==> config.mk <==
export PLATFORM = sky130hd
export DESIGN_NAME = psci_ctrl
export DESIGN_NICKNAME = d
export VERILOG_FILES = /design/src/rtl/psci_pkg.sv /design/src/rtl/psci_sync.sv /design/src/rtl/psci_sck_gen.sv /design/src/rtl/psci_ctrl.sv
export SDC_FILE = /design/constraint.sdc
export NUM_CORES = 1
export LEC_CHECK = 0
export BUFFER_PORTS_ARGS = -buffer_cell sky130_fd_sc_hd__buf_2
export CELL_PAD_IN_SITES_DETAIL_PLACEMENT = 1
export CELL_PAD_IN_SITES_GLOBAL_PLACEMENT = 1
export CORE_MARGIN = 3
export CORE_UTILIZATION = 44
export CTS_BUF_LIST = sky130_fd_sc_hd__clkbuf_2
export DETAILED_ROUTE_END_ITERATION = 7
export HOLD_SLACK_MARGIN = 0.05
export PLACE_DENSITY_LB_ADDON = 0.2
export SLEW_MARGIN = 20
export SYNTH_ARGS = -nofsm -noshare
export SYNTH_HDL_FRONTEND = slang
export SYNTH_SLANG_ARGS = --single-unit
export TNS_END_PERCENT = 10
==> constraint.sdc <==
create_clock -name i_core_clk -period 5 [get_ports i_core_clk]
set_input_delay 1 -clock i_core_clk [delete_from_list [all_inputs] [get_ports i_core_clk]]
set_output_delay 1 -clock i_core_clk [all_outputs]
set_load 0.05 [all_outputs]
==> src/rtl/psci_pkg.sv <==
// package: register map, timing constants and types of the power and chain-id controller
package psci_pkg;
  // ==========================================
  // apb register offsets (byte addresses)
  localparam logic [7:0] CTRL_OFF = 8'h00;
  localparam logic [7:0] STAT_OFF = 8'h04;
  localparam logic [7:0] CHAIN_OFF = 8'h08;
  localparam logic [7:0] SDIV_OFF = 8'h0C;
  // ==========================================
  // control register fields
  localparam int CTRL_INIT_BIT = 0;
  localparam int CTRL_PDN_BIT = 1;
  localparam int CTRL_WAKE_BIT = 2;
  localparam int CTRL_CLKEN_BIT = 3;
  // ==========================================
  // device serial map
  localparam logic [7:0] PWR_MGMT_ADDR = 8'h03;
  localparam logic [7:0] WAKE_VALUE = 8'h01;
  localparam logic [7:0] SBW_OPCODE = 8'hA5;
  // ==========================================
  // serial timing in serial clock cycles; SDIV_RESET is the half period in core clock cycles
  localparam int PRE_PULSES = 4;
  localparam int RST_HIGH_CYC = 2;
  localparam int CHAIN_MAX = 63;
  localparam int SBW_BITS = 24;
  localparam logic [15:0] SDIV_RESET = 16'h0004;
  // ==========================================
  // states and pin bundle
  typedef enum logic [2:0] {
    PSCI_IDLE = 3'b000,
    PSCI_PRE = 3'b001,
    PSCI_RSTHI = 3'b010,
    PSCI_COUNT = 3'b011,
    PSCI_SBW = 3'b100,
    PSCI_DONE = 3'b101
  } psci_state_t;
  typedef struct packed {
    logic rst;
    logic cmd;
    logic sck;
  } psci_serial_t;
endpackage : psci_pkg

==> src/rtl/psci_sync.sv <==
// two-flop synchroniser for pin inputs
`timescale 1ns/100ps
module psci_sync (
  input wire logic i_core_clk,
  input wire logic i_rst_b,
  input wire logic i_d,
  output logic o_q
);
  logic meta_reg;
  always_ff @(posedge i_core_clk or negedge i_rst_b) begin
    if (!i_rst_b) begin
      // low-true pins idle high, so reset to that level to avoid a false edge
      meta_reg <= 1'b1;
      o_q <= 1'b1;
    end else begin
      meta_reg <= i_d;
      o_q <= meta_reg;
    end
  end
endmodule : psci_sync

==> src/rtl/psci_sck_gen.sv <==
// serial clock divider: produces the serial clock level and fall ticks
`timescale 1ns/100ps
module psci_sck_gen (
  input wire logic i_core_clk,
  input wire logic i_rst_b,
  input wire logic i_ce,
  input wire logic i_run,
  input wire logic [15:0] i_half,
  output logic o_sck,
  output logic o_fall
);
  logic [15:0] cnt_reg;
  logic tick;
  assign tick = i_run && (cnt_reg >= i_half - 16'h0001);
  assign o_fall = i_ce && tick && o_sck;
  always_ff @(posedge i_core_clk or negedge i_rst_b) begin
    if (!i_rst_b) begin
      cnt_reg <= 16'h0000;
      o_sck <= 1'b0;
    end else if (i_ce) begin
      if (!i_run) begin
        cnt_reg <= 16'h0000;
        o_sck <= 1'b0;
      end else if (tick) begin
        cnt_reg <= 16'h0000;
        o_sck <= ~o_sck;
      end else begin
        cnt_reg <= cnt_reg + 16'h0001;
      end
    end
  end
endmodule : psci_sck_gen

==> src/rtl/psci_ctrl.sv <==
// host controller for serial chain identification, powerdown entry and wake
`timescale 1ns/100ps
module psci_ctrl #(
  parameter int CNT_W = 6,
  parameter logic [15:0] SDIV_DEF = psci_pkg::SDIV_RESET
) (
  input wire logic i_core_clk,
  input wire logic i_rst_b,
  input wire logic i_ce,
  input wire logic psel,
  input wire logic penable,
  input wire logic pwrite,
  input wire logic [7:0] paddr,
  input wire logic [31:0] pwdata,
  output logic [31:0] prdata,
  output logic pready,
  output logic pslverr,
  input wire logic i_host_chain_return,
  output logic o_serial_reset_line,
  output logic o_serial_command_line,
  output logic o_serial_clock,
  output logic o_request_clock_en,
  output logic o_powerdown_req,
  output logic o_busy
);
  // ==========================================
  // registers and wires
  psci_pkg::psci_state_t state_reg;
  psci_pkg::psci_serial_t ser_reg;
  logic [15:0] sdiv_reg;
  logic clken_reg;
  logic pdn_reg;
  logic init_go;
  logic wake_go;
  logic chain_s;
  logic chain_one;
  logic sck_fall;
  logic sck_level;
  logic [5:0] step_reg;
  logic [CNT_W-1:0] pos_reg;
  logic [CNT_W-1:0] id_reg;
  logic id_valid_reg;
  logic chain_seen_one_reg;
  logic [23:0] shift_reg;
  logic wr_acc;
  logic rd_acc;
  logic run;
  // ==========================================
  // apb slave, zero wait states
  assign pready = 1'b1;
  assign wr_acc = psel && penable && pwrite && i_ce;
  assign rd_acc = psel && penable && !pwrite;
  assign pslverr = psel && penable && !(paddr == psci_pkg::CTRL_OFF ||
    paddr == psci_pkg::STAT_OFF || paddr == psci_pkg::CHAIN_OFF ||
    paddr == psci_pkg::SDIV_OFF);
  assign init_go = wr_acc && paddr == psci_pkg::CTRL_OFF &&
    pwdata[psci_pkg::CTRL_INIT_BIT] && state_reg == psci_pkg::PSCI_IDLE;
  assign wake_go = wr_acc && paddr == psci_pkg::CTRL_OFF &&
    pwdata[psci_pkg::CTRL_WAKE_BIT] && state_reg == psci_pkg::PSCI_IDLE;
  always_ff @(posedge i_core_clk or negedge i_rst_b) begin
    if (!i_rst_b) begin
      sdiv_reg <= SDIV_DEF;
      clken_reg <= 1'b1;
      pdn_reg <= 1'b0;
    end else if (wr_acc) begin
      if (paddr == psci_pkg::SDIV_OFF && pwdata[15:0] != 16'h0000) begin
        sdiv_reg <= pwdata[15:0];
      end
      if (paddr == psci_pkg::CTRL_OFF) begin
        // the request clock gate is software's, and stopping it waits on timing it owns
        clken_reg <= pwdata[psci_pkg::CTRL_CLKEN_BIT];
        // refresh bursts around entry and exit stay with software, gated by these levels
        pdn_reg <= pwdata[psci_pkg::CTRL_PDN_BIT];
      end
    end
  end
  always_comb begin
    prdata = 32'h0000_0000;
    if (rd_acc) begin
      case (paddr)
        psci_pkg::CTRL_OFF: begin
          prdata[psci_pkg::CTRL_PDN_BIT] = pdn_reg;
          prdata[psci_pkg::CTRL_CLKEN_BIT] = clken_reg;
        end
        psci_pkg::STAT_OFF: prdata[3:0] = {id_valid_reg, 3'(state_reg)} ^ 4'h0;
        psci_pkg::CHAIN_OFF: prdata[CNT_W-1:0] = id_reg;
        psci_pkg::SDIV_OFF: prdata[15:0] = sdiv_reg;
        default: prdata = 32'h0000_0000;
      endcase
    end
  end
  assign o_request_clock_en = clken_reg;
  assign o_powerdown_req = pdn_reg;
  // ==========================================
  // pins: chain return is asynchronous, serial clock from divider
  psci_sync u_sync (
    .i_core_clk(i_core_clk),
    .i_rst_b(i_rst_b),
    .i_d(i_host_chain_return),
    .o_q(chain_s)
  );
  // return pin is low true: pin low means a logical one
  assign chain_one = ~chain_s;
  assign run = state_reg != psci_pkg::PSCI_IDLE && state_reg != psci_pkg::PSCI_DONE;
  psci_sck_gen u_sck (
    .i_core_clk(i_core_clk),
    .i_rst_b(i_rst_b),
    .i_ce(i_ce),
    .i_run(run),
    .i_half(sdiv_reg),
    .o_sck(sck_level),
    .o_fall(sck_fall)
  );
  // lines are low true at the pin, so a logical one drives low
  assign o_serial_clock = ~sck_level;
  assign o_serial_reset_line = ~ser_reg.rst;
  assign o_serial_command_line = ~ser_reg.cmd;
  // ==========================================
  // sequencer: device samples on falling serial clock, so host changes there too
  always_ff @(posedge i_core_clk or negedge i_rst_b) begin
    if (!i_rst_b) begin
      state_reg <= psci_pkg::PSCI_IDLE;
      ser_reg <= '0;
      step_reg <= 6'h00;
      shift_reg <= 24'h000000;
    end else if (i_ce) begin
      case (state_reg)
        psci_pkg::PSCI_IDLE: begin
          ser_reg <= '0;
          step_reg <= 6'h00;
          if (init_go) begin
            state_reg <= psci_pkg::PSCI_PRE;
          end else if (wake_go) begin
            shift_reg <= {psci_pkg::SBW_OPCODE, psci_pkg::PWR_MGMT_ADDR,
              psci_pkg::WAKE_VALUE};
            state_reg <= psci_pkg::PSCI_SBW;
          end
        end
        psci_pkg::PSCI_PRE: if (sck_fall) begin
          step_reg <= step_reg + 6'h01;
          if (step_reg == 6'(psci_pkg::PRE_PULSES - 1)) begin
            ser_reg.rst <= 1'b1;
            step_reg <= 6'h00;
            state_reg <= psci_pkg::PSCI_RSTHI;
          end
        end
        psci_pkg::PSCI_RSTHI: if (sck_fall) begin
          step_reg <= step_reg + 6'h01;
          // hold past the minimum so the chain has settled to one
          if (step_reg == 6'(psci_pkg::RST_HIGH_CYC + 2)) begin
            ser_reg.rst <= 1'b0;
            step_reg <= 6'h00;
            state_reg <= psci_pkg::PSCI_COUNT;
          end
        end
        psci_pkg::PSCI_COUNT: if (sck_fall) begin
          if (chain_seen_one_reg && !chain_one) begin
            state_reg <= psci_pkg::PSCI_DONE;
          end else if (step_reg == 6'(psci_pkg::CHAIN_MAX)) begin
            state_reg <= psci_pkg::PSCI_DONE;
          end else begin
            step_reg <= step_reg + 6'h01;
          end
        end
        psci_pkg::PSCI_SBW: if (sck_fall) begin
          ser_reg.cmd <= shift_reg[23];
          shift_reg <= {shift_reg[22:0], 1'b0};
          step_reg <= step_reg + 6'h01;
          if (step_reg == 6'(psci_pkg::SBW_BITS)) begin
            ser_reg.cmd <= 1'b0;
            state_reg <= psci_pkg::PSCI_DONE;
          end
        end
        psci_pkg::PSCI_DONE: begin
          ser_reg <= '0;
          state_reg <= psci_pkg::PSCI_IDLE;
        end
        default: state_reg <= psci_pkg::PSCI_IDLE;
      endcase
    end
  end
  // ==========================================
  // chain position measurement: counts falling edges after reset low
  always_ff @(posedge i_core_clk or negedge i_rst_b) begin
    if (!i_rst_b) begin
      pos_reg <= '0;
      id_reg <= '0;
      id_valid_reg <= 1'b0;
      chain_seen_one_reg <= 1'b0;
    end else if (i_ce) begin
      if (init_go) begin
        pos_reg <= '0;
        id_valid_reg <= 1'b0;
        chain_seen_one_reg <= 1'b0;
      end else if (sck_fall) begin
        if (state_reg == psci_pkg::PSCI_RSTHI && chain_one) begin
          chain_seen_one_reg <= 1'b1;
        end
        if (state_reg == psci_pkg::PSCI_COUNT) begin
          if (chain_seen_one_reg && !chain_one) begin
            id_reg <= pos_reg;
            id_valid_reg <= 1'b1;
          end else if (pos_reg != {CNT_W{1'b1}}) begin
            pos_reg <= pos_reg + CNT_W'(1);
          end
        end
      end
    end
  end
  assign o_busy = run;
endmodule : psci_ctrl

==> results of run 1 <==
## critical path: cells and delay by family (launching register included)
kind	cells	cell delay, ns
simple gates	8	1.94
fa+ha+maj	1	0.27
compound gates	3	1.10
buf+inv	1	0.30
xor+xnor	1	0.17
flops	1	0.51
## power by group through the flow
stage / registers [mW] / logic (mW) / clock network [mW]
2_1_floorplan: 0.777 / 0.266 / 0
3_3_place_gp: 0.788 / 0.337 / 0
3_5_place_dp: 0.793 / 0.353 / 0
4_1_cts: 0.781 / 0.354 / 0.475
5_1_grt: 0.789 / 0.390 / 0.503
6_report: 0.780 / 0.349 / 0.454
## area by class of cell
class	count	area share, %
Clock buffer	9	0.820
Sequential cell	86	39.3
Inverter	16	1.09
Multi-Input combinational cell	416	48.0
Timing Repair Buffer	58	5.56
Clock inverter	7	2.05
Tap cell	140	3.19
## metal layers
| metal | GRT usage [%] | wire length (um) | vias up | part of all wire (%) |
|---|---|---|---|---|
| met3 | 4.22 | 408 | 18 | 3.2 |
| li1 | - | - | 1944 | - |
| met5 | 0 | 0 | - | 0 |
| met1 | 25.8 | 5620 | 2013 | 44 |
| met4 | 7.53 | 269 | 0 | 2.1 |
| met2 | 35.9 | 6380 | 64 | 50 |
## cell usage in the layout, fill, tap and decap left out, types with 7 or more instances in the layout
cell type  synthesis  layout
dfrtp_1           82      82
nor3_1            15      15
clkbuf_2           0       9
nand4_1           10      10
a21oi_1           12      12
ha_1              21      21
inv_1             16      16
xnor2_1           16      16
mux2_2            17      17
and2_1            15      15
nand2_1           80      80
nor4_1             7       7
nand3_1           35      35
buf_2              5      52
xor2_1            14      14
o21ai_0           30      30
nor2_1            44      44
conb_1             2      17
mux2i_1            7       7
## metrics by stage
step / hold slack (ns) / total power [mW] / setup WS [ns] / cells
after global routing: 0.285 / 1.68 / 0.268 / 732
final: 0.315 / 1.58 / 0.644 / 732
after floorplan: 0.345 / 1.04 / 1.33 / 554
after global placement: 0.347 / 1.12 / 0.805 / 716
after CTS: 0.285 / 1.61 / 0.656 / 732
after detailed placement: 0.355 / 1.15 / 0.658 / 716
## cell families after synthesis
family                   share of synthesized area, %
AND/OR/NAND/NOR                                  23.7
multiplexers                                     7.59
AO/OA/AOI/OAI                                    9.48
XOR/XNOR                                         5.22
buffers and inverters                            5.77
flip-flops                                       42.9
adder cells (fa/ha/maj)                          5.22
other                                           0.149
## worst min-delay path by stage
| stage | startpoint | to | slack (ns) | cells after the start |
|---|---|---|---|---|
| final | i_rst_b | u_sck.cnt_reg[14]$_DFFE_PN0P_ | 0.32 | 1 |
| after global routing | i_rst_b | u_sck.cnt_reg[14]$_DFFE_PN0P_ | 0.28 | 1 |
| after CTS | i_rst_b | u_sck.cnt_reg[14]$_DFFE_PN0P_ | 0.28 | 1 |
| after detailed placement | u_sync.meta_reg$_DFF_PN1_ | u_sync.o_q$_DFF_PN1_ | 0.36 | 0 |
| after global placement | u_sync.meta_reg$_DFF_PN1_ | u_sync.o_q$_DFF_PN1_ | 0.35 | 0 |
| after floorplan | u_sync.meta_reg$_DFF_PN1_ | u_sync.o_q$_DFF_PN1_ | 0.35 | 0 |
==> metrics.md, run 1 <==
| Metric | Value |
|---|---|
| Status | completed |
| H-tree depth | 3 |
| Clock Power Share | 28.7% |
| Max-slew violations | 0 |
| Ys flop type | dfrtp_1 |
| Slowest CP cell | dfrtp_1 |
| Max Fclk | 230 MHz |
| Global-route wire length before repair | 21300 um |
| PD cells | between 200 and 300 mW/mm2 |
| # diodes | 0 |
| Drt via density | 5.52 |
| Die width | 113 um |
| Clk_lat worst skew | about 0.60 ns |
| Worst setup EP type | register |
| CTS Root Cell | clkbuf_2 |
| Gate Count Post-Synth | 539 |
| Worst Skew | 0.0285 ns |
| Area of the mapped netlist | 0.00503 mm2 |
| Crit path cell chain | nor4_1, nand2_1, or4_1, nor3_1, xnor2_1, ha_1, and4_1, nand4_1, a2bb2oi_1, a31oi_2, nand3_2, buf_4, nand2_1, a32o_1 |
| Total wire length | 12700 um |
| Worst-path clk slew | between 0.2 and 0.25 ns |
| Layout area overhead | 9.23% |
| Clock sink count | 86 |
| Drt drc | 0 |
| Final period util | 87.1% |
| Area of the multi-input gates | 0.00264 mm2 |
| Most frequent cell on the critical path | nand2_1 |
| DR WL/cell | 17.3 um |
| Worst-Margin Slew | 0.816 ns |
| Final hold vios | 0 |
| CP Class | register to register |
| Max incr delay on CP | 0.51 ns |
| R2R Path End | step_reg[2]$_DFFE_PN0P_ |
| Max-cap violations | 0 |
| Seq. cell area | 0.00216 mm2 |
| Routed Antenna Nets | 0 |
| Sequential share of the synthesized area | a little over two fifths |
| Leak pwr | 2.73 nW |
| Post-synth EDFFs | 0 |
| Reg-to-reg startpoint | sdiv_reg[5]$_DFFE_PN0P_ |
| Starting Density | 45.8% |
| WP data required | 5.51 ns |
| DIE AREA | roughly 0.013 mm2 |
| Final setup violating endpoints | 0 |
| Tmin final | 4.36 ns |
| Initial antenna violation count | 0 |
| Max Buffers Root-to-Sink | 2 |
| #FFs+latches synth | 86 |
| YS warnings | 0 |
| Yosys top cell by area | dfrtp_1 |
| CTS tree | yes |
| Int Pwr | around 1.1 mW |
| Fraction of layout cells with a size suffix above 1 | 19.4% |
| Chip height | 113 um |
| Post-synth top cells | dfrtp_1, nand2_1, nor2_1 |
| Synth async-reset ratio | 100% |
| Initial DRC count | approximately 190 |
| Unrepaired setup endpoints after global routing | no |
| Final Cell Area | ~0.0055 mm2 |
| Placed Area | 0.00534 mm2 |
| # IOs | 87 |
| Net switching fraction of the power | ~33% |
| Critical path startpoint category | register |
| R2R setup slack | 0.64 ns |
| Combinational share of power | between 20 and 25% |
| DRT Pass-1 Iters | 4 |
| Net Sw Power | 521 uW |
| Relative slew slack | 45.3% |
| Crit path launch | sdiv_reg[5]$_DFFE_PN0P_ |
| Final core occ | roughly half |
| Port Buffers | 53 |
| All-Layer GR Usage | 20.8% |
| CP endpoint | step_reg[2]$_DFFE_PN0P_ |
| WP data arrival | about 4.9 ns |
| CP Max Fanout | 28 |
| Via total after detailed routing | 4039 |
| Largest net degree at the start of global routing | 48 |
| Setup TNS | 0 ns |
| Yosys top cell area share | 40.8% |
| Syn avg cell area | roughly 9.3 um2 |
| Vias in the first global route | 4219 |
| Fill count | 1316 |
| Sequential power share | between 40% and 50% |
| Hold-fix buffer count after cts | 0 |
| GP Congestion | around 0.87 |
| Peak VDD IR | 0.000173 V |
| Final HPWL DP | 9540 um |
| Max reg flops | 24 |
| Post-CTS Resized | 0 |
| Core Area | 0.0110 mm2 |
| Cell row count | 38 |
| Synth cell types | 65 |
| Min-delay worst type | input pin to async pin |
| R2R cell count | 14 |
| Grt ovf | 0 |
| Fin nets | 655 |
| Synth area leaders | dfrtp_1, nand2_1, ha_1 |
| Cts bufs inserted | 9 |
| Postcts setup bufs | 0 |
| Count leader, synth | dfrtp_1 |
(Power assumes the default switching activity.)
==> run 2, diff against run 1 <==
- CELL_PAD_IN_SITES_DETAIL_PLACEMENT: 1 -> unset
- CELL_PAD_IN_SITES_GLOBAL_PLACEMENT: 1 -> unset
- CORE_UTILIZATION: 44 -> 58
- SYNTH_HIERARCHICAL: unset -> 1
==> run 2 against run 1 <==
  * Clock power is 20% lower
  * Largest cell class unchanged
  * Flip-flop and latch count is the same
  * Core utilization up 15 points
  * Synthesized cell count decreased by 8.9%
  * Area after synthesis did not move
  * Design area down 1.5%
  * Sequential power down 2%
  * Final cell count fell by 11%
  * Worst hold slack improved by 0.058 ns
  * Critical endpoint is now step_reg[5]$_DFFE_PN0P_
==> metrics.md, run 2 <==
| Metric | Value |
|---|---|
| Post-synth top cells | dfrtp_1, nor2_1, nand2_1 (was dfrtp_1, nand2_1, nor2_1) |
| Postcts setup bufs | 0 (unchanged) |
| Final HPWL DP | 7480 um (was 9540 um) |
| Area of the multi-input gates | 0.00264 mm2 (unchanged) |
| Tmin final | 4.50 ns (was 4.36 ns) |
| Drt via density | 5.75 (was 5.52) |
| Seq. cell area | 0.00216 mm2 (unchanged) |
| Sequential share of the synthesized area | 42.9% (unchanged) |
| WP data required | 5.44 ns (was 5.51 ns) |
| YS warnings | 6 (was 0) |
| Buf/Inv on CP | 1 (unchanged) |
| Final setup violating endpoints | 0 (unchanged) |
| DIE AREA | 0.00983 mm2 (was 0.0128 mm2) |
| Die width | 99.1 um (was 113 um) |
| Worst-path clk slew | 0.25 ns (was 0.24 ns) |
| Area of the mapped netlist | 0.00503 mm2 (unchanged) |
| Relative slew slack | 39.3% (was 45.3%) |
| Sequential power share | 58.9% (was 49.3%) |
| R2R setup slack | 0.50 ns (was 0.64 ns) |
| Routed Antenna Nets | 0 (unchanged) |
| Cell row count | 33 (was 38) |
| Int Pwr | 910 uW (was 1.06 mW) |
| Leak pwr | 2.70 nW (was 2.73 nW) |
| Fin nets | 608 (was 655) |
| Max-cap violations | 0 (unchanged) |
| Placed cell count | 634 (was 716) |
| Commonest non-fill, non-tap cell in the layout | dfrtp_1 (unchanged) |
| PD cells | 240 mW/mm2 (was 288 mW/mm2) |
| Global-route wire length before repair | 17100 um (was 21300 um) |
| Net Sw Power | 390 uW (was 521 uW) |
| Fill count | 692 (was 1316) |
| Slowest CP cell | or4_4 (was dfrtp_1) |
| Worst-Margin Slew | 0.905 ns (was 0.816 ns) |
| Peak VDD IR | 0.000193 V (was 0.000173 V) |
| Grt ovf | 0 (unchanged) |
| Setup TNS | 0 ns (unchanged) |
| CTS Root Cell | clkbuf_2 (unchanged) |
| Min-delay worst type | register to register (was input pin to async pin) |
| Syn avg cell area | 10.2 um2 (was 9.33 um2) |
| Max Fclk | 222 MHz (was 230 MHz) |
| Final hold vios | 0 (unchanged) |
| Met3 Use GR | 4.00% (was 4.22%) |
| Grt met2 use | 36.3% (was 35.9%) |
| # diodes | 0 (unchanged) |
| Grt peak-use layer | met2 (unchanged) |
| Largest net degree at the start of global routing | 87 (was 48) |
| WP data arrival | 4.94 ns (was 4.86 ns) |
| Count leader, synth | dfrtp_1 (unchanged) |
| Critical path startpoint category | register (unchanged) |
| Synth async-reset ratio | 100% (unchanged) |
| Yosys top cell area share | 40.8% (unchanged) |
| CP Class | register to register (unchanged) |
| Worst setup EP type | register (unchanged) |
| Max reg flops | 24 (unchanged) |
| Synth area leaders | dfrtp_1, mux2_2, ha_1 (was dfrtp_1, nand2_1, ha_1) |
| Max incr delay on CP | 0.53 ns (was 0.51 ns) |
| Clock sink count | 86 (unchanged) |
| Via total after detailed routing | 3738 (was 4039) |
| Clock Power Share | 27.8% (was 28.7%) |
| Top delay family on crit path | simple AND/OR/NAND/NOR gates (unchanged) |
| Layout area overhead | 7.59% (was 9.23%) |
| Status | completed (unchanged) |
| Post-route insts no fill | 650 (was 732) |
| Crit path cell chain | nor4_2, nand2_1, or4_4, nor4_4, xnor2_1, ha_1, nand4_1, nor3_1, nand3b_1, nand3_1, nor3b_1, inv_2, a211oi_1, o31ai_2, or2_4, o41ai_2 (was nor4_1, nand2_1, or4_1, nor3_1, xnor2_1, ha_1, and4_1, nand4_1, a2bb2oi_1, a31oi_2, nand3_2, buf_4, nand2_1, a32o_1) |
| # IOs | 87 (unchanged) |
| CTS tree | yes (unchanged) |
| Core Area | 0.00830 mm2 (was 0.0110 mm2) |
| Vias in the first global route | 3661 (was 4219) |
| Unrepaired setup endpoints after global routing | no (unchanged) |
| Ys flop type | dfrtp_1 (unchanged) |
| GP Congestion | 0.868 (was 0.867) |
| Net switching fraction of the power | 30.0% (was 32.9%) |
| Most frequent cells in the layout | dfrtp_1, buf_2, nor2_1 (was dfrtp_1, nand2_1, buf_2) |
| Gate Count Post-Synth | 491 (was 539) |
| Hold-fix buffer count after cts | 0 (unchanged) |
| Clk_lat worst skew | 0.51 ns (was 0.60 ns) |
| Starting Density | 60.6% (was 45.8%) |
| Fraction of layout cells with a size suffix above 1 | 23.3% (was 19.4%) |
| Drt drc | 0 (unchanged) |
| Initial DRC count | 107 (was 186) |
| Yosys top cell by area | dfrtp_1 (unchanged) |
| DRT Pass-1 Iters | 4 (unchanged) |
| DR WL/cell | 15.7 um (was 17.3 um) |
| Post-synth EDFFs | 0 (unchanged) |
| Final period util | 90.1% (was 87.1%) |
| Chip height | 99.1 um (was 113 um) |
| #FFs+latches synth | 86 (unchanged) |
| Initial antenna violation count | 0 (unchanged) |
| CP Max Fanout | 8 (was 28) |
| Combinational share of power | 13.3% (was 22.1%) |
| GR Util met1 | 27.9% (was 25.8%) |
| Port Buffers | 53 (unchanged) |
| All-Layer GR Usage | 21.0% (was 20.8%) |
| Synth cell types | 73 (was 65) |
| Cts bufs inserted | 9 (unchanged) |
| H-tree depth | 3 (unchanged) |
| Max Buffers Root-to-Sink | 2 (unchanged) |
| Total wire length | 10200 um (was 12700 um) |
| Max-slew violations | 0 (unchanged) |
| Worst Skew | 0.0276 ns (was 0.0285 ns) |
[run 2: changes by cell type after synthesis, moves of 4 or more]
cell,change
nand2_1,-45
nand2b_1,+5
o21ai_0,-13
mux2i_1,-4
mux2_2,+11
nand3_1,-25
or3_1,-5
o22a_1,+6
nor3_1,-6
mux2_4,-5
clkbuf_1,-8
nor2_1,+5
a22o_1,+16
[run 2: power groups by stage]
stage / Sequential (mW) / Combinational, mW / Clock, mW
final: 0.765 / 0.173 / 0.361
after global routing: 0.771 / 0.197 / 0.399
after CTS: 0.765 / 0.175 / 0.371
after detailed placement: 0.777 / 0.173 / 0
after global placement: 0.775 / 0.165 / 0
after floorplan: 0.766 / 0.136 / 0
[run 2: path summary, 6_finish.rpt]
check	cells past startpoint	from	to
min reg2reg	0	u_sync/meta_reg$_DFF_PN1_	u_sync/o_q$_DFF_PN1_
max in group asynchronous	1	i_rst_b	shift_reg[5]$_DFFE_PN0P_
max	16	sdiv_reg[5]$_DFFE_PN0P_	step_reg[5]$_DFFE_PN0P_
min	0	u_sync/meta_reg$_DFF_PN1_	u_sync/o_q$_DFF_PN1_
min in group asynchronous	1	i_rst_b	sdiv_reg[10]$_DFFE_PN0P_
max reg2reg	16	sdiv_reg[5]$_DFFE_PN0P_	step_reg[5]$_DFFE_PN0P_
[run 2: kinds of logic (layout without fill, tap and decap cells)]
logic type	Yosys count	in the layout	synth area share (%)
simple gates	176	176	18.6
xor+xnor	33	33	5.74
buf+inv	51	90	5.89
other cells	2	17	0.149
flops	86	86	42.9
fa+ha+maj	21	21	5.22
mux	31	31	6.86
compound gates	91	91	14.6
[run 2: worst reg2reg max path: cells and delay by family (launching register included)]
family | cells | cell delay [ns]
adders and majority gates | 1 | 0.30
DFF | 1 | 0.50
buffers and inverters | 1 | 0.15
and+or+nand+nor | 10 | 2.60
xor gates and xnor gates | 1 | 0.11
AOI/OAI and AO/OA | 3 | 0.77
[run 2: final cells by class]
cell class                 instances  area share, %
clock inverter                     7           1.36
tap                              105           2.43
clock buffer                       9          0.832
timing repair buffer              57           5.57
multi-input combinational        369           48.8
inverter                          17           1.18
sequential                        86           39.9
[run 2: metal layers]
layer / routed length [um] / up-vias
met3: 432 / 8
met5: 0 / -
met2: 5100 / 79
li1: - / 1825
met1: 4590 / 1826
met4: 87 / 0
[run 2: stage by stage]
step | util [%] | cell area [um2] | hold WS (ns) | power (mW) | worst slack (ns)
2_1_floorplan | - | 5090 | 0.345 | 0.902 | 0.522
3_3_place_gp | 63.7 | 5280 | 0.346 | 0.941 | 0.469
3_5_place_dp | 63.7 | 5280 | 0.347 | 0.950 | 0.426
4_1_cts | 65.1 | 5400 | 0.375 | 1.31 | 0.381
5_1_grt | 65.2 | 5410 | 0.384 | 1.37 | 0.0473
6_report | 65.2 | 5410 | 0.373 | 1.30 | 0.496
[run 2: timing repair]
| action | in CTS | in global routing |
|---|---|---|
| gates resized for setup | 0 | 1 |
| endpoints found under the hold margin | 0 | 0 |
| setup endpoints to repair | 0 | 1 |
==> run 3, diff against run 2 <==
- MAX_ROUTING_LAYER: unset -> met4
==> run 3 against run 2 <==
  * Clock-buffer cell count is the same
  * Combinational power about the same
  * Via count up 0.19%
  * Critical path type unchanged
  * Critical endpoint is now ser_reg[1]$_DFFE_PN0P_
  * Clock skew barely moved
==> metrics.md, run 3 (synthesis results as in run 2) <==
| Metric | Value |
|---|---|
| Unrepaired setup endpoints after global routing | no (unchanged) |
| Routed Antenna Nets | 0 (unchanged) |
| Starting Density | 60.6% (unchanged) |
| Buf/Inv on CP | 2 (was 1) |
| Placed Area | 0.00528 mm2 (unchanged) |
| All-Layer GR Usage | 21.7% (was 21.0%) |
| Fin nets | 608 (unchanged) |
| Peak VDD IR | 0.000194 V (was 0.000193 V) |
| H-tree depth | 3 (unchanged) |
| Cts bufs inserted | 9 (unchanged) |
| R2R setup slack | 0.47 ns (was 0.50 ns) |
| Status | completed (unchanged) |
| Via total after detailed routing | 3745 (was 3738) |
| WHS | 0.373 ns (about the same) |
| Worst Skew | 0.0273 ns (was 0.0276 ns) |
| # IOs | 87 (unchanged) |
| WP data required | 5.45 ns (was 5.44 ns) |
| CTS tree | yes (unchanged) |
| Hold-fix buffer count after cts | 0 (unchanged) |
| R2R Path End | ser_reg[1]$_DFFE_PN0P_ (was step_reg[5]$_DFFE_PN0P_) |
| Tot Pwr | 1.30 mW (about the same) |
| Cell row count | 33 (unchanged) |
| Global-route wire length before repair | 17100 um (about the same) |
| Final Cell Area | 0.00541 mm2 (unchanged) |
| CP Class | register to register (unchanged) |
| DRT Pass-1 Iters | 4 (unchanged) |
| GP Congestion | 0.882 (was 0.868) |
| CP endpoint | ser_reg[1]$_DFFE_PN0P_ (was step_reg[5]$_DFFE_PN0P_) |
| Leak pwr | 2.70 nW (unchanged) |
| Crit path setup slack, layout | 0.474 ns (was 0.496 ns) |
| Die width | 99.1 um (unchanged) |
| Max reg flops | 24 (unchanged) |
| Max Buffers Root-to-Sink | 2 (unchanged) |
| Layout area overhead | 7.59% (unchanged) |
| Top delay family on crit path | simple AND/OR/NAND/NOR gates (unchanged) |
| CP Max Fanout | 10 (was 8) |
| Worst setup EP type | register (unchanged) |
| DIE AREA | 0.00983 mm2 (unchanged) |
| Initial antenna violation count | 0 (unchanged) |
| Clock sink count | 86 (unchanged) |
| Final hold vios | 0 (unchanged) |
| Tmin final | 4.53 ns (was 4.50 ns) |
| Vias in the first global route | 3665 (was 3661) |
| Placed cell count | 634 (unchanged) |
| Clk_lat worst skew | 0.52 ns (was 0.51 ns) |
| Port Buffers | 53 (unchanged) |
| Setup WS pre-CTS | 0.426 ns (unchanged) |
| Post-route insts no fill | 650 (unchanged) |
| Final core occ | 65.2% (unchanged) |
| Critical path startpoint category | register (unchanged) |
| Final HPWL DP | 7480 um (unchanged) |
| Reg-to-reg startpoint | sdiv_reg[5]$_DFFE_PN0P_ (unchanged) |
| Final setup violating endpoints | 0 (unchanged) |
| Max Fclk | 221 MHz (was 222 MHz) |
| Grt ovf | 0 (unchanged) |
| Min-delay worst type | register to register (unchanged) |
| # diodes | 0 (unchanged) |
| Final period util | 90.5% (was 90.1%) |
| R2R cell count | 17 (was 16) |
| Largest net degree at the start of global routing | 87 (unchanged) |
| Chip height | 99.1 um (unchanged) |
| PD cells | 240 mW/mm2 (about the same) |
| Max-slew violations | 0 (unchanged) |
| Initial DRC count | 112 (was 107) |
| Setup TNS | 0 ns (unchanged) |
| CTS Root Cell | clkbuf_2 (unchanged) |
| Relative slew slack | 41.7% (was 39.3%) |
| Crit path launch | sdiv_reg[5]$_DFFE_PN0P_ (unchanged) |
| Most frequent cell on the critical path | nand3_1 |
| Core Area | 0.00830 mm2 (unchanged) |
| Crit path cell chain | nor4_2, nand2_1, or4_4, nor4_4, xnor2_1, ha_1, nand4_1, nor3_1, nand3b_1, nand3_1, nor3b_1, inv_2, a2111oi_4, and2_1, buf_4, nand3_1, a2bb2oi_1 (was nor4_2, nand2_1, or4_4, nor4_4, xnor2_1, ha_1, nand4_1, nor3_1, nand3b_1, nand3_1, nor3b_1, inv_2, a211oi_1, o31ai_2, or2_4, o41ai_2) |
| Drt drc | 0 (unchanged) |
| Crit path depth | 17 (was 16) |
| Max incr delay on CP | 0.53 ns (about the same) |
| Max-cap violations | 0 (unchanged) |
| Worst-Margin Slew | 0.869 ns (was 0.905 ns) |
| Most frequent cells in the layout | dfrtp_1, buf_2, nor2_1 (unchanged) |
| Commonest non-fill, non-tap cell in the layout | dfrtp_1 (unchanged) |
| DR WL/cell | 15.7 um (about the same) |
| Drt via density | 5.76 (was 5.75) |
| Fraction of layout cells with a size suffix above 1 | 23.3% (unchanged) |
| WP data arrival | 4.98 ns (was 4.94 ns) |
| Slowest CP cell | or4_4 (unchanged) |
| Total wire length | 10200 um (about the same) |
| Worst-path clk slew | 0.25 ns (about the same) |
==> run 3: timing repair <==
action	in CTS	in global routing
gates resized for setup	0	1
setup endpoints to repair	0	1
setup buffers	0	0
==> run 3: cell type report <==
cell class	instances	area (um2)
clock buffer	9	45.0
clock inverter	7	73.8
fill	692	2890
inverter	17	63.8
multi-input combinational	369	2640
sequential	86	2160
tap	105	131
timing repair buffer	57	302
==> run 3: per-layer routing <==
metal / global-route usage [%] / wire length (um) / vias to the layer above / part of all wire, %
met4: 4.52 / 87 / 0 / 0.85
li1: - / - / 1827 / -
met1: 28.1 / 4580 / 1837 / 45
met3: 3.51 / 427 / 8 / 4.2
met2: 36.2 / 5080 / 73 / 50
met5: - / 0 / - / 0
==> run 3: how the worst min path moves through the flow <==
| stage | from | to | slack [ns] | depth (start not counted) |
|---|---|---|---|---|
| 5_1_grt | u_sync/meta_reg$_DFF_PN1_ | u_sync/o_q$_DFF_PN1_ | 0.38 | 0 |
| 6_report | u_sync/meta_reg$_DFF_PN1_ | u_sync/o_q$_DFF_PN1_ | 0.37 | 0 |
| 3_5_place_dp | u_sync/meta_reg$_DFF_PN1_ | u_sync/o_q$_DFF_PN1_ | 0.35 | 0 |
| 3_3_place_gp | u_sync/meta_reg$_DFF_PN1_ | u_sync/o_q$_DFF_PN1_ | 0.35 | 0 |
| 2_1_floorplan | u_sync/meta_reg$_DFF_PN1_ | u_sync/o_q$_DFF_PN1_ | 0.35 | 0 |
| 4_1_cts | u_sync/meta_reg$_DFF_PN1_ | u_sync/o_q$_DFF_PN1_ | 0.38 | 0 |
==> run 3: power by group <==
group / switching [mW] / leakage (nW) / internal [mW] / total [mW]
logic: 0.110 / 1.50 / 0.0639 / 0.174
registers: 0.0364 / 1.13 / 0.728 / 0.765
clock network: 0.245 / 0.0739 / 0.118 / 0.363
